### config.mk
export PLATFORM = sky130hd
export DESIGN_NAME = standby_osc_stabilization
export DESIGN_NICKNAME = d
export VERILOG_FILES = /design/src/common/standby_osc_pkg.sv /design/src/common/stab_count_if.sv /design/src/hdl/stab_counter.sv /design/src/hdl/standby_osc_stabilization.sv
export VERILOG_INCLUDE_DIRS = /design/src /design/src/common
export SDC_FILE = /design/constraint.sdc
export NUM_CORES = 1
export LEC_CHECK = 0
export BUFFER_PORTS_ARGS = -buffer_cell sky130_fd_sc_hd__buf_2
export CORE_MARGIN = 1
export CORE_UTILIZATION = 45
export DETAILED_ROUTE_END_ITERATION = 7
export PLACE_DENSITY_LB_ADDON = 0.1
export SYNTH_ARGS = -nofsm -noshare
export SYNTH_HDL_FRONTEND = slang
export SYNTH_SLANG_ARGS = --single-unit
### constraint.sdc
create_clock -name clk_sys -period 2.6 [get_ports clk_sys]
set_input_delay 0.13 -clock clk_sys [delete_from_list [all_inputs] [get_ports clk_sys]]
set_output_delay 0.13 -clock clk_sys [all_outputs]
set_load 0.02 [all_outputs]
### src/common/standby_osc_consts.svh
// Offsets, field positions, reset values and counts of the stabilization block
`ifndef STANDBY_OSC_CONSTS_SVH
`define STANDBY_OSC_CONSTS_SVH

// Register byte offsets
`define OFS_STAB_STATUS     4'h0
`define OFS_STAB_SELECT     4'h4
`define OFS_OSC_CTRL        4'h8

// Control register fields
`define CTRL_RING_STOP_BIT  0
`define CTRL_RING_ON_BIT    1
`define CTRL_CPU_HOLD_BIT   2
`define CTRL_STOP_BIT       3
`define CTRL_HALT_BIT       4
`define CTRL_XTAL_UP_BIT    5

// Stabilization status layout
`define STAB_NUM_STATUS     5
`define STAB_SHORTEST_EXP   11
`define STAB_CNT_WIDTH      16
`define STAB_SEL_WIDTH      3
`define STAB_SEL_RESET      3'h4

// CPU hold after STOP release when running from the ring oscillator
`define RING_HOLD_PERIODS   17
`define RING_HOLD_WIDTH     5

`endif

### src/common/standby_osc_pkg.sv
// Types shared by the standby oscillator stabilization block
`default_nettype none
package standby_osc_pkg;

  // Standby sequence states
  typedef enum logic [2:0] {
    SeqRun,
    SeqHalt,
    SeqStop,
    SeqRingHold,
    SeqWaitStab
  } seq_state_e;

  typedef logic [2:0] sel_t;

endpackage
`default_nettype wire

### src/common/stab_count_if.sv
// Link between the standby sequencer and the stabilization counter
`default_nettype none
`include "standby_osc_consts.svh"
interface stab_count_if #(
  parameter int unsigned NStat = `STAB_NUM_STATUS
);
  logic             clear;
  logic             tickEn;
  logic [2:0]       limitIdx;
  logic             done;
  logic [NStat-1:0] status;

  modport ctrl (output clear, output tickEn, output limitIdx, input done, input status);
  modport cnt  (input clear, input tickEn, input limitIdx, output done, output status);
endinterface
`default_nettype wire

### src/hdl/stab_counter.sv
// Crystal stabilization counter with sticky threshold status bits
`default_nettype none
`include "standby_osc_consts.svh"
module stab_counter
  import standby_osc_pkg::*;
#(
  parameter int unsigned CntWidth = `STAB_CNT_WIDTH,
  parameter int unsigned NStat    = `STAB_NUM_STATUS
)(
  input  wire logic  clk_sys,
  input  wire logic  rst_n,
  stab_count_if.cnt  cif
);

  typedef struct packed {
    logic [CntWidth-1:0] count;
    logic [NStat-1:0]    status;
  } cnt_state_s;

  cnt_state_s st_q;
  cnt_state_s st_d;

  // Tick count at which status bit idx rises
  function automatic logic [CntWidth-1:0] threshold(input int unsigned idx);
    threshold = CntWidth'(1) << (`STAB_SHORTEST_EXP + idx);
  endfunction

  // Count stops once the selected bit is up, so later bits never rise
  always_comb
  begin
    logic [CntWidth-1:0] nextCount;
    nextCount = st_q.count + CntWidth'(1);
    st_d      = st_q;
    if (cif.clear)
    begin
      st_d.count  = '0;
      st_d.status = '0;
    end
    else if (cif.tickEn && !cif.done)
    begin
      st_d.count = nextCount;
      for (int unsigned i = 0; i < NStat; i++)
      begin
        // Shortest first, each bit sticky until the next restart
        if (i <= cif.limitIdx && nextCount == threshold(i))
          st_d.status[i] = 1'b1;
      end
    end
  end

  always_ff @(posedge clk_sys or negedge rst_n)
  begin
    if (!rst_n)
      st_q <= '0;
    else
      st_q <= st_d;
  end

  assign cif.status = st_q.status;
  assign cif.done   = st_q.status[cif.limitIdx];

endmodule // stab_counter
`default_nettype wire

### src/hdl/standby_osc_stabilization.sv
// Standby sequencer, ring oscillator control and stabilization registers
// Operation
// - Running ring oscillator keeps running in STOP
// - Ring-clocked CPU held seventeen ring periods after STOP release
// - Status bits rise shortest first, stay set
// - Counter stops at the selected time
// - Wait counts only after oscillation has started
`default_nettype none
`include "standby_osc_consts.svh"
module standby_osc_stabilization
  import standby_osc_pkg::*;
#(
  parameter int unsigned NStat     = `STAB_NUM_STATUS,
  parameter int unsigned HoldTicks = `RING_HOLD_PERIODS
)(
  input  wire logic        clk_sys,
  input  wire logic        rst_n,
  input  wire logic [3:0]  avs_address,
  input  wire logic        avs_read,
  input  wire logic        avs_write,
  input  wire logic [3:0]  avs_byteenable,
  input  wire logic [31:0] avs_writedata,
  output var  logic [31:0] avs_readdata,
  output logic             avs_waitrequest,
  input  wire logic        stopEnter,
  input  wire logic        haltEnter,
  input  wire logic        wakeIrq,
  input  wire logic        wakeReset,
  input  wire logic        cpuOnRing,
  input  wire logic        xtalStarted,
  input  wire logic        xtalTick,
  input  wire logic        ringTick,
  output logic             xtalOscEn,
  output logic             ringOscEn,
  output logic             cpuHold,
  output logic             stopMode,
  output logic             haltMode
);

  typedef struct packed {
    seq_state_e                  seq;
    logic                        ack;
    logic [31:0]                 rdata;
    logic [`STAB_SEL_WIDTH-1:0]  select;
    logic                        ringStopReq;
    logic                        ringOn;
    logic                        countGate;
    logic [`RING_HOLD_WIDTH-1:0] holdCnt;
  } top_state_s;

  top_state_s st_q;
  top_state_s st_d;

  stab_count_if #(.NStat(NStat)) cif ();

  stab_counter #(
    .CntWidth (`STAB_CNT_WIDTH),
    .NStat    (NStat)
  ) u_counter (
    .clk_sys (clk_sys),
    .rst_n   (rst_n),
    .cif     (cif)
  );

  logic busReq;
  logic busWr;
  logic wake;

  // One wait state: data is fetched on the first edge, handed over on the second
  assign busReq          = avs_read | avs_write;
  assign busWr           = avs_write & st_q.ack;
  assign avs_waitrequest = busReq & ~st_q.ack;
  assign wake            = wakeIrq | wakeReset;

  // Read mux over the three registers, unmapped reads return zero
  function automatic logic [31:0] readMux(input logic [3:0] addr, input top_state_s s,
                                          input logic [NStat-1:0] stat);
    readMux = '0;
    unique case (addr)
      `OFS_STAB_STATUS: readMux[NStat-1:0] = stat;
      `OFS_STAB_SELECT: readMux[`STAB_SEL_WIDTH-1:0] = s.select;
      `OFS_OSC_CTRL:
      begin
        readMux[`CTRL_RING_STOP_BIT] = s.ringStopReq;
        readMux[`CTRL_RING_ON_BIT]   = s.ringOn;
        readMux[`CTRL_CPU_HOLD_BIT]  = (s.seq != SeqRun);
        readMux[`CTRL_STOP_BIT]      = (s.seq == SeqStop);
        readMux[`CTRL_HALT_BIT]      = (s.seq == SeqHalt);
        readMux[`CTRL_XTAL_UP_BIT]   = xtalStarted;
      end
      default: readMux = '0;
    endcase
  endfunction

  // Bus slave, standby sequence and ring oscillator control
  always_comb
  begin
    st_d         = st_q;
    cif.clear    = 1'b0;
    cif.limitIdx = st_q.select;

    // Bus handshake and register writes
    st_d.ack = busReq & ~st_q.ack;
    if (busReq && !st_q.ack)
      st_d.rdata = readMux(avs_address, st_q, cif.status);
    if (busWr && avs_byteenable[0])
    begin
      if (avs_address == `OFS_STAB_SELECT
          && avs_writedata[`STAB_SEL_WIDTH-1:0] < `STAB_SEL_WIDTH'(NStat))
        st_d.select = avs_writedata[`STAB_SEL_WIDTH-1:0];
      if (avs_address == `OFS_OSC_CTRL)
        st_d.ringStopReq = avs_writedata[`CTRL_RING_STOP_BIT];
    end

    // A CPU running from the ring oscillator keeps it alive
    if (st_q.seq != SeqStop)
      st_d.ringOn = ~st_q.ringStopReq | cpuOnRing;
    // In STOP the ring oscillator is left as it was on entry
    else
      st_d.ringOn = st_q.ringOn;

    // Counting ends with the selected threshold
    if (cif.done)
      st_d.countGate = 1'b0;

    unique case (st_q.seq)
      SeqRun:
      begin
        if (stopEnter)
          st_d.seq = SeqStop;
        else if (haltEnter)
          st_d.seq = SeqHalt;
      end
      SeqHalt:
      begin
        // Crystal never stopped, so no stabilization wait
        if (wake)
          st_d.seq = SeqRun;
      end
      SeqStop:
      begin
        if (wake)
        begin
          cif.clear      = 1'b1;
          st_d.countGate = 1'b1;
          st_d.holdCnt   = '0;
          st_d.seq       = cpuOnRing ? SeqRingHold : SeqWaitStab;
        end
      end
      SeqRingHold:
      begin
        // Crystal keeps counting in the background meanwhile
        if (ringTick)
        begin
          st_d.holdCnt = st_q.holdCnt + `RING_HOLD_WIDTH'(1);
          if (st_q.holdCnt == `RING_HOLD_WIDTH'(HoldTicks - 1))
            st_d.seq = SeqRun;
        end
      end
      SeqWaitStab:
      begin
        if (cif.done)
          st_d.seq = SeqRun;
      end
    endcase
  end

  // Ticks before the crystal is up are not part of the wait
  assign cif.tickEn = st_q.countGate & xtalStarted & xtalTick;

  always_ff @(posedge clk_sys or negedge rst_n)
  begin
    if (!rst_n)
    begin
      st_q             <= '0;
      st_q.seq         <= SeqRun;
      st_q.select      <= `STAB_SEL_RESET;
      st_q.ringOn      <= 1'b1;
    end
    else
      st_q <= st_d;
  end

  // Outputs straight from state flops
  assign avs_readdata = st_q.rdata;
  assign xtalOscEn    = (st_q.seq != SeqStop);
  assign ringOscEn    = st_q.ringOn;
  assign cpuHold      = (st_q.seq != SeqRun);
  assign stopMode     = (st_q.seq == SeqStop);
  assign haltMode     = (st_q.seq == SeqHalt);

endmodule // standby_osc_stabilization
`default_nettype wire

# Word-level counts from Yosys, hierarchy flattened
# Cells that the tools add are included.
dict set report totals {
  inputBits 52
  ff_bits 42
}
dict set report op_classes {
  bitwise 9
  mux 28
  n_eq_ne 19
  addsub 2
  order_cmp 6
  reduce_logical 29
}
# operator count
set op_table {}
lappend op_table {{two-way mux 21 bit} 2}
lappend op_table {{two-way mux 3 bit} 8}
lappend op_table {{adder 16 x 1 -> 16 bit, second input constant} 1}
lappend op_table {{equality test 16 x 12 -> 1 bit, second input constant} 1}
lappend op_table {{equality test 16 x 13 -> 1 bit, second input constant} 1}
lappend op_table {{equality test 16 x 14 -> 1 bit, second input constant} 1}
lappend op_table {{equality test 16 x 15 -> 1 bit, second input constant} 1}
lappend op_table {{equality test 16 bit, second input constant} 1}
lappend op_table {{case mux 3 bit (5 select lines)} 1}
lappend op_table {{AND reduction 2 bit} 7}
lappend op_table {{nonzero test 2 bit} 7}
lappend op_table {{two-way mux 1 bit} 11}
lappend op_table {{case mux 5 bit (2 select lines)} 1}
lappend op_table {{case mux 3 bit (3 select lines)} 1}
lappend op_table {{logical AND 1 bit} 8}
lappend op_table {{equality test 3 x 2 -> 1 bit, second input constant} 2}
lappend op_table {{less-or-equal comparator 2 x 3 -> 1 bit, first input constant} 2}
lappend op_table {{two-way mux 6 bit} 1}
lappend op_table {{inequality test 2 x 1 -> 1 bit, second input constant} 3}
lappend op_table {{AND reduction 6 bit} 1}
lappend op_table {{adder 5 x 1 -> 5 bit, second input constant} 1}
lappend op_table {{equality test 5 bit, second input constant} 1}
lappend op_table {{two-way mux 5 bit} 1}
lappend op_table {{AND 1 bit} 4}
lappend op_table {{other kinds (20)} 25}

# Depth between registers and ports, before layout
dict set report logic_depth {
  word_depth 6
  mapped_depth 7
}

# Modules after synthesis
# Synthesis repeated with hierarchy kept, for this count alone.
dict set report hier_totals {
  hier_cells 326
  area_unflattened_um2 2946.6
}
# mod n_inst seq_area_each_um2 area_each_um2 cells_each
set by_module_without_submodules {}
lappend by_module_without_submodules {stab_counter 1 525.5 1561.5 176}
lappend by_module_without_submodules {standby_osc_stabilization 1 528.0 1385.1 150}

# Worst setup path before layout
# Ideal clock, no wire load.
dict set report synth_timing {
  path_type {reg2reg}
  from {register u_counter.st_q[5] in the netlist's numbering}
  to {register u_counter.st_q, in the netlist u_counter.cif.status[1]}
  synth_period_minus_slack_ns 2.005
  setup_slack_ns 0.595
  t_arrival_ns 1.910
  path_stages_with_launch 7
  path_buffers 0
  setup_ns 0.095
  path_cell_list {dfrtp_1 -> ha_1 -> nand3_1 -> or4_1 -> xor2_1 -> nand4b_1 -> o31ai_1}
}
dict set report synth_between {
  elab_chain_len 5
}
# element line_no
set synth_rtl {}
lappend synth_rtl {{start, declared} stab_counter.sv:20} ;# cnt_state_s st_q;
lappend synth_rtl {{start signal, assigned} stab_counter.sv:56} ;# st_q <= st_d;
lappend synth_rtl {{adder 16 x 1 -> 16 bit} stab_counter.sv:32} ;# nextCount = st_q.count + CntWidth'(1);
lappend synth_rtl {{equality test 16 x 13 -> 1 bit} stab_counter.sv:45} ;# if (i <= cif.limitIdx && nextCount == threshold(i))
lappend synth_rtl {{logical AND 1 bit} stab_counter.sv:45}
lappend synth_rtl {{nonzero test 2 bit (no line)} -}
lappend synth_rtl {{AND reduction 2 bit (no line)} -}
# Every way passes these cells.
# A chain may end at the register's enable or synchronous reset.

# Final worst setup path
dict set report layout_timing {
  from {register u_counter.st_q[5] in the netlist's numbering}
  to {register u_counter.st_q, in the netlist u_counter.cif.status[3]}
}
dict set report layout_between {
  elab_chain_len 5
}
# element line_no
set layout_rtl {}
lappend layout_rtl {{adder 16 x 1 -> 16 bit} stab_counter.sv:32}
lappend layout_rtl {{equality test 16 x 15 -> 1 bit} stab_counter.sv:45}
lappend layout_rtl {{logical AND 1 bit} stab_counter.sv:45}
lappend layout_rtl {{nonzero test 2 bit (no line)} -}
lappend layout_rtl {{AND reduction 2 bit (no line)} -}
# Every way passes these cells.

==> results.sh <==
export IMPL_grt_pass1_wl_um=9790
export IMPL_nets=391
export IMPL_synthSimpleGateAreaFrac_pct=26.8
export IMPL_vias=2169
export IMPL_synth_flop_cell="dfrtp_1"
export IMPL_postRouteAntennaNets=0
export IMPL_drt_first_pass_iters=4
export IMPL_p_total_w=0.00197
export IMPL_areaGrowthSynthToFinish_pct=7.17
export IMPL_p_leak_nw=1.34
export IMPL_netlist_area_um2=2790
export IMPL_synth_mux_area_share_pct=3.76
export IMPL_drc=0
export IMPL_whs_ps=-34.2
export IMPL_fp_row_count=28
export IMPL_grt_usage_pct=19.3
export IMPL_yosys_area_share_adder_pct=1.34
export IMPL_synth_top_cell_area_share_pct=35.8
export IMPL_cts_tree="yes"
export IMPL_viasPerCell=5.26
export IMPL_status="complete, but fails checks"
export IMPL_syn_inst=318
export IMPL_drt_initial_drc_count=109
export IMPL_ys_ff_latch=42
export IMPL_antenna_found_initial=0
export IMPL_fill_cells=591
export IMPL_cts_resized=0
export IMPL_cts_sinks=42
export IMPL_maxCapViolations=0
export IMPL_worstMarginPinSlew_ps=939
export IMPL_final_cell_mix="dfrtp_1 (40), nand2_1 (32), buf_2 (31)"
export IMPL_rsz0062_at_grt="no"
export IMPL_hold_viol=39
export IMPL_pin_count=90
export IMPL_synth_compound_area_share_pct=10.2
export IMPL_postCtsSetupRepairBufs=0
export IMPL_critical_path_max_stage_delay_ps=590
export IMPL_grt_pass1_vias=2016
export IMPL_final_util_pct=50.3
export IMPL_routed_wirelength_um=5640
export IMPL_worstSkewPairLatency_ps=300
export IMPL_clock_skew_ps=8.35
export IMPL_post_dp_hpwl_um=4140
export IMPL_post_route_period_util_pct=83.8
export IMPL_dieArea_um2=6530
export IMPL_synthArstFlopShare_pct=100
export IMPL_wl_per_cell_um=13.7
export IMPL_cp_max_fo=7
export IMPL_fp_dieW_um=80.8
export IMPL_root_buffer="clkbuf_8"
export IMPL_multi_input_area_um2=1480
export IMPL_place_congestion=0.808
export IMPL_startpoint_type="flop"
export IMPL_clk_pin_slew_worst_paths_ps=90
export IMPL_core_area_um2=5960
export IMPL_violations="hold timing"
export IMPL_required_ps=2810
export IMPL_fin_crit_ps=2180
export IMPL_synth_avg_cell_area_um2=8.79
export IMPL_final_layout_size_suffix_gt1_share_pct=17.5
export IMPL_grt_ovfl_total=0
export IMPL_tns_ps=0
export IMPL_worstPathArrival_ps=2380
export IMPL_slowest_stage="or4_1"
export IMPL_synth_top_area_cell="dfrtp_1"
export IMPL_synth_xor_area_share_pct=7.21
export IMPL_io_buffers=31
export IMPL_critical_path_class="reg2reg"
export IMPL_end_kind="flop"
export IMPL_max_freq_ghz=0.459
export IMPL_dp_cells=404
export IMPL_antenna_cells=0
export IMPL_drv_slew=0
export IMPL_start_util_pct=46.9
export IMPL_synth_edff_count=0
export IMPL_vdd_drop_max_mv=0.397
export IMPL_synthTopCellsByArea="dfrtp_1 (36%), buf_4 (8.6%), xnor2_1 (5.6%), nand2_1 (4.3%), nor2_1 (3.4%)"
export IMPL_die_y_um=80.8
export IMPL_slew_headroom_pct=37.4
export IMPL_min_path_type="in2async"
export IMPL_yosysSeqAreaShare_pct=37.7
export IMPL_cp_cell_sequence="ha_1 > nand3_1 > or4_1 > xor2_1 > nand2_1 > o31ai_1"
export IMPL_ctsHtreeMaxLevel=2
export IMPL_mostFrequentLayoutCell="dfrtp_1"
export IMPL_ys_warn_count=0
export IMPL_clockBufferDepth=2
export IMPL_setup_viol=0
export IMPL_grt_max_degree=43
export IMPL_numCtsBuffers=5
export IMPL_layoutNonFillerInstCount=412
export IMPL_power_density_nw_per_um2=659
export IMPL_synth_top_family_by_area="simple AND/OR/NAND/NOR gates"
export IMPL_seq_area_um2=1050
export IMPL_cts_hold_buf=0
export IMPL_synth_cell_types=52
[worst max-delay path, delay by kind of cell (launching register included)]
family          cells  cell delay (ps)
compound gates      1              270
simple gates        3              850
fa+ha+maj           1              290
xor+xnor            1              230
flops               1              450
[power by group]
part	total (W)	switching [W]	internal, W
Combinational	0.000521	0.000339	0.000182
Clock	0.000618	0.000233	0.000385
Sequential	0.000834	0.000106	0.000727
[cells in the mapped netlist, types with 4 or more instances]
library cell / number
and3_1: 5
buf_2: 5
buf_4: 32
clkbuf_1: 13
dfrtp_1: 40
inv_1: 9
mux2_2: 4
mux2i_1: 6
nand2_1: 32
nand3_1: 13
nand4_1: 11
nor2_1: 25
nor3_1: 11
nor4_1: 10
o21ai_0: 16
o31ai_1: 7
xnor2_1: 18
xor2_1: 5
[final timing paths]
kind	startpoint	endpoint	slack, ps	cells past startpoint
max	u_counter.st_q[5]	u_counter.cif.status[3]	420	6
max in group asynchronous	rst_n	u_counter.st_q[17]	2040	1
min in group clk_sys	stopEnter	st_q[44]	30	2
min reg2reg	st_q[7]	ringOscEn	460	1
min	rst_n	st_q[44]	-30	1
max reg2reg	u_counter.st_q[5]	u_counter.cif.status[3]	420	6
[state kept, by name, indices dropped and copies added (netlist names)]
name / count
u_counter.st_q: 16
cif.limitIdx: 3
st_q: 11
u_counter.cif.status: 5
avs_readdata: 6
ringOscEn: 1
[cell families (layout without fill, tap and decap cells)]
family	count (synthesis)	in the layout
AOI/OAI and AO/OA	42	42
buffers and inverters	60	54
adders and majority gates	3	3
DFF	42	42
and+or+nand+nor	137	137
muxes	10	10
other	1	26
xor gates and xnor gates	23	23
[final cells by class]
type                    instances  share of cell area [%]
repair buffers                 37                    6.69
inverters                       9                    1.13
well taps                      75                    3.13
clock buffers                   5                    2.30
clock inverters                 3                    2.30
multi-input cells             241                    49.3
flip-flops and latches         42                    35.2
[stage by stage]
stage               setup WS [ps]  instance area (um2)
floorplan                     595                 2890
global placement              410                 2860
detailed placement            391                 2860
CTS                           385                 2990
global route                  222                 2990
finish                        421                 2990
[routing by layer]
metal	vias to the layer above	wire, um	global-route usage, %
met2	35	2650	31.9
met4	0	39	4.82
met3	4	191	3.48
li1	1102	-	-
met5	-	0	0
met1	1028	2760	26.0
No activity file was read; power rests on OpenSTA's default activity.
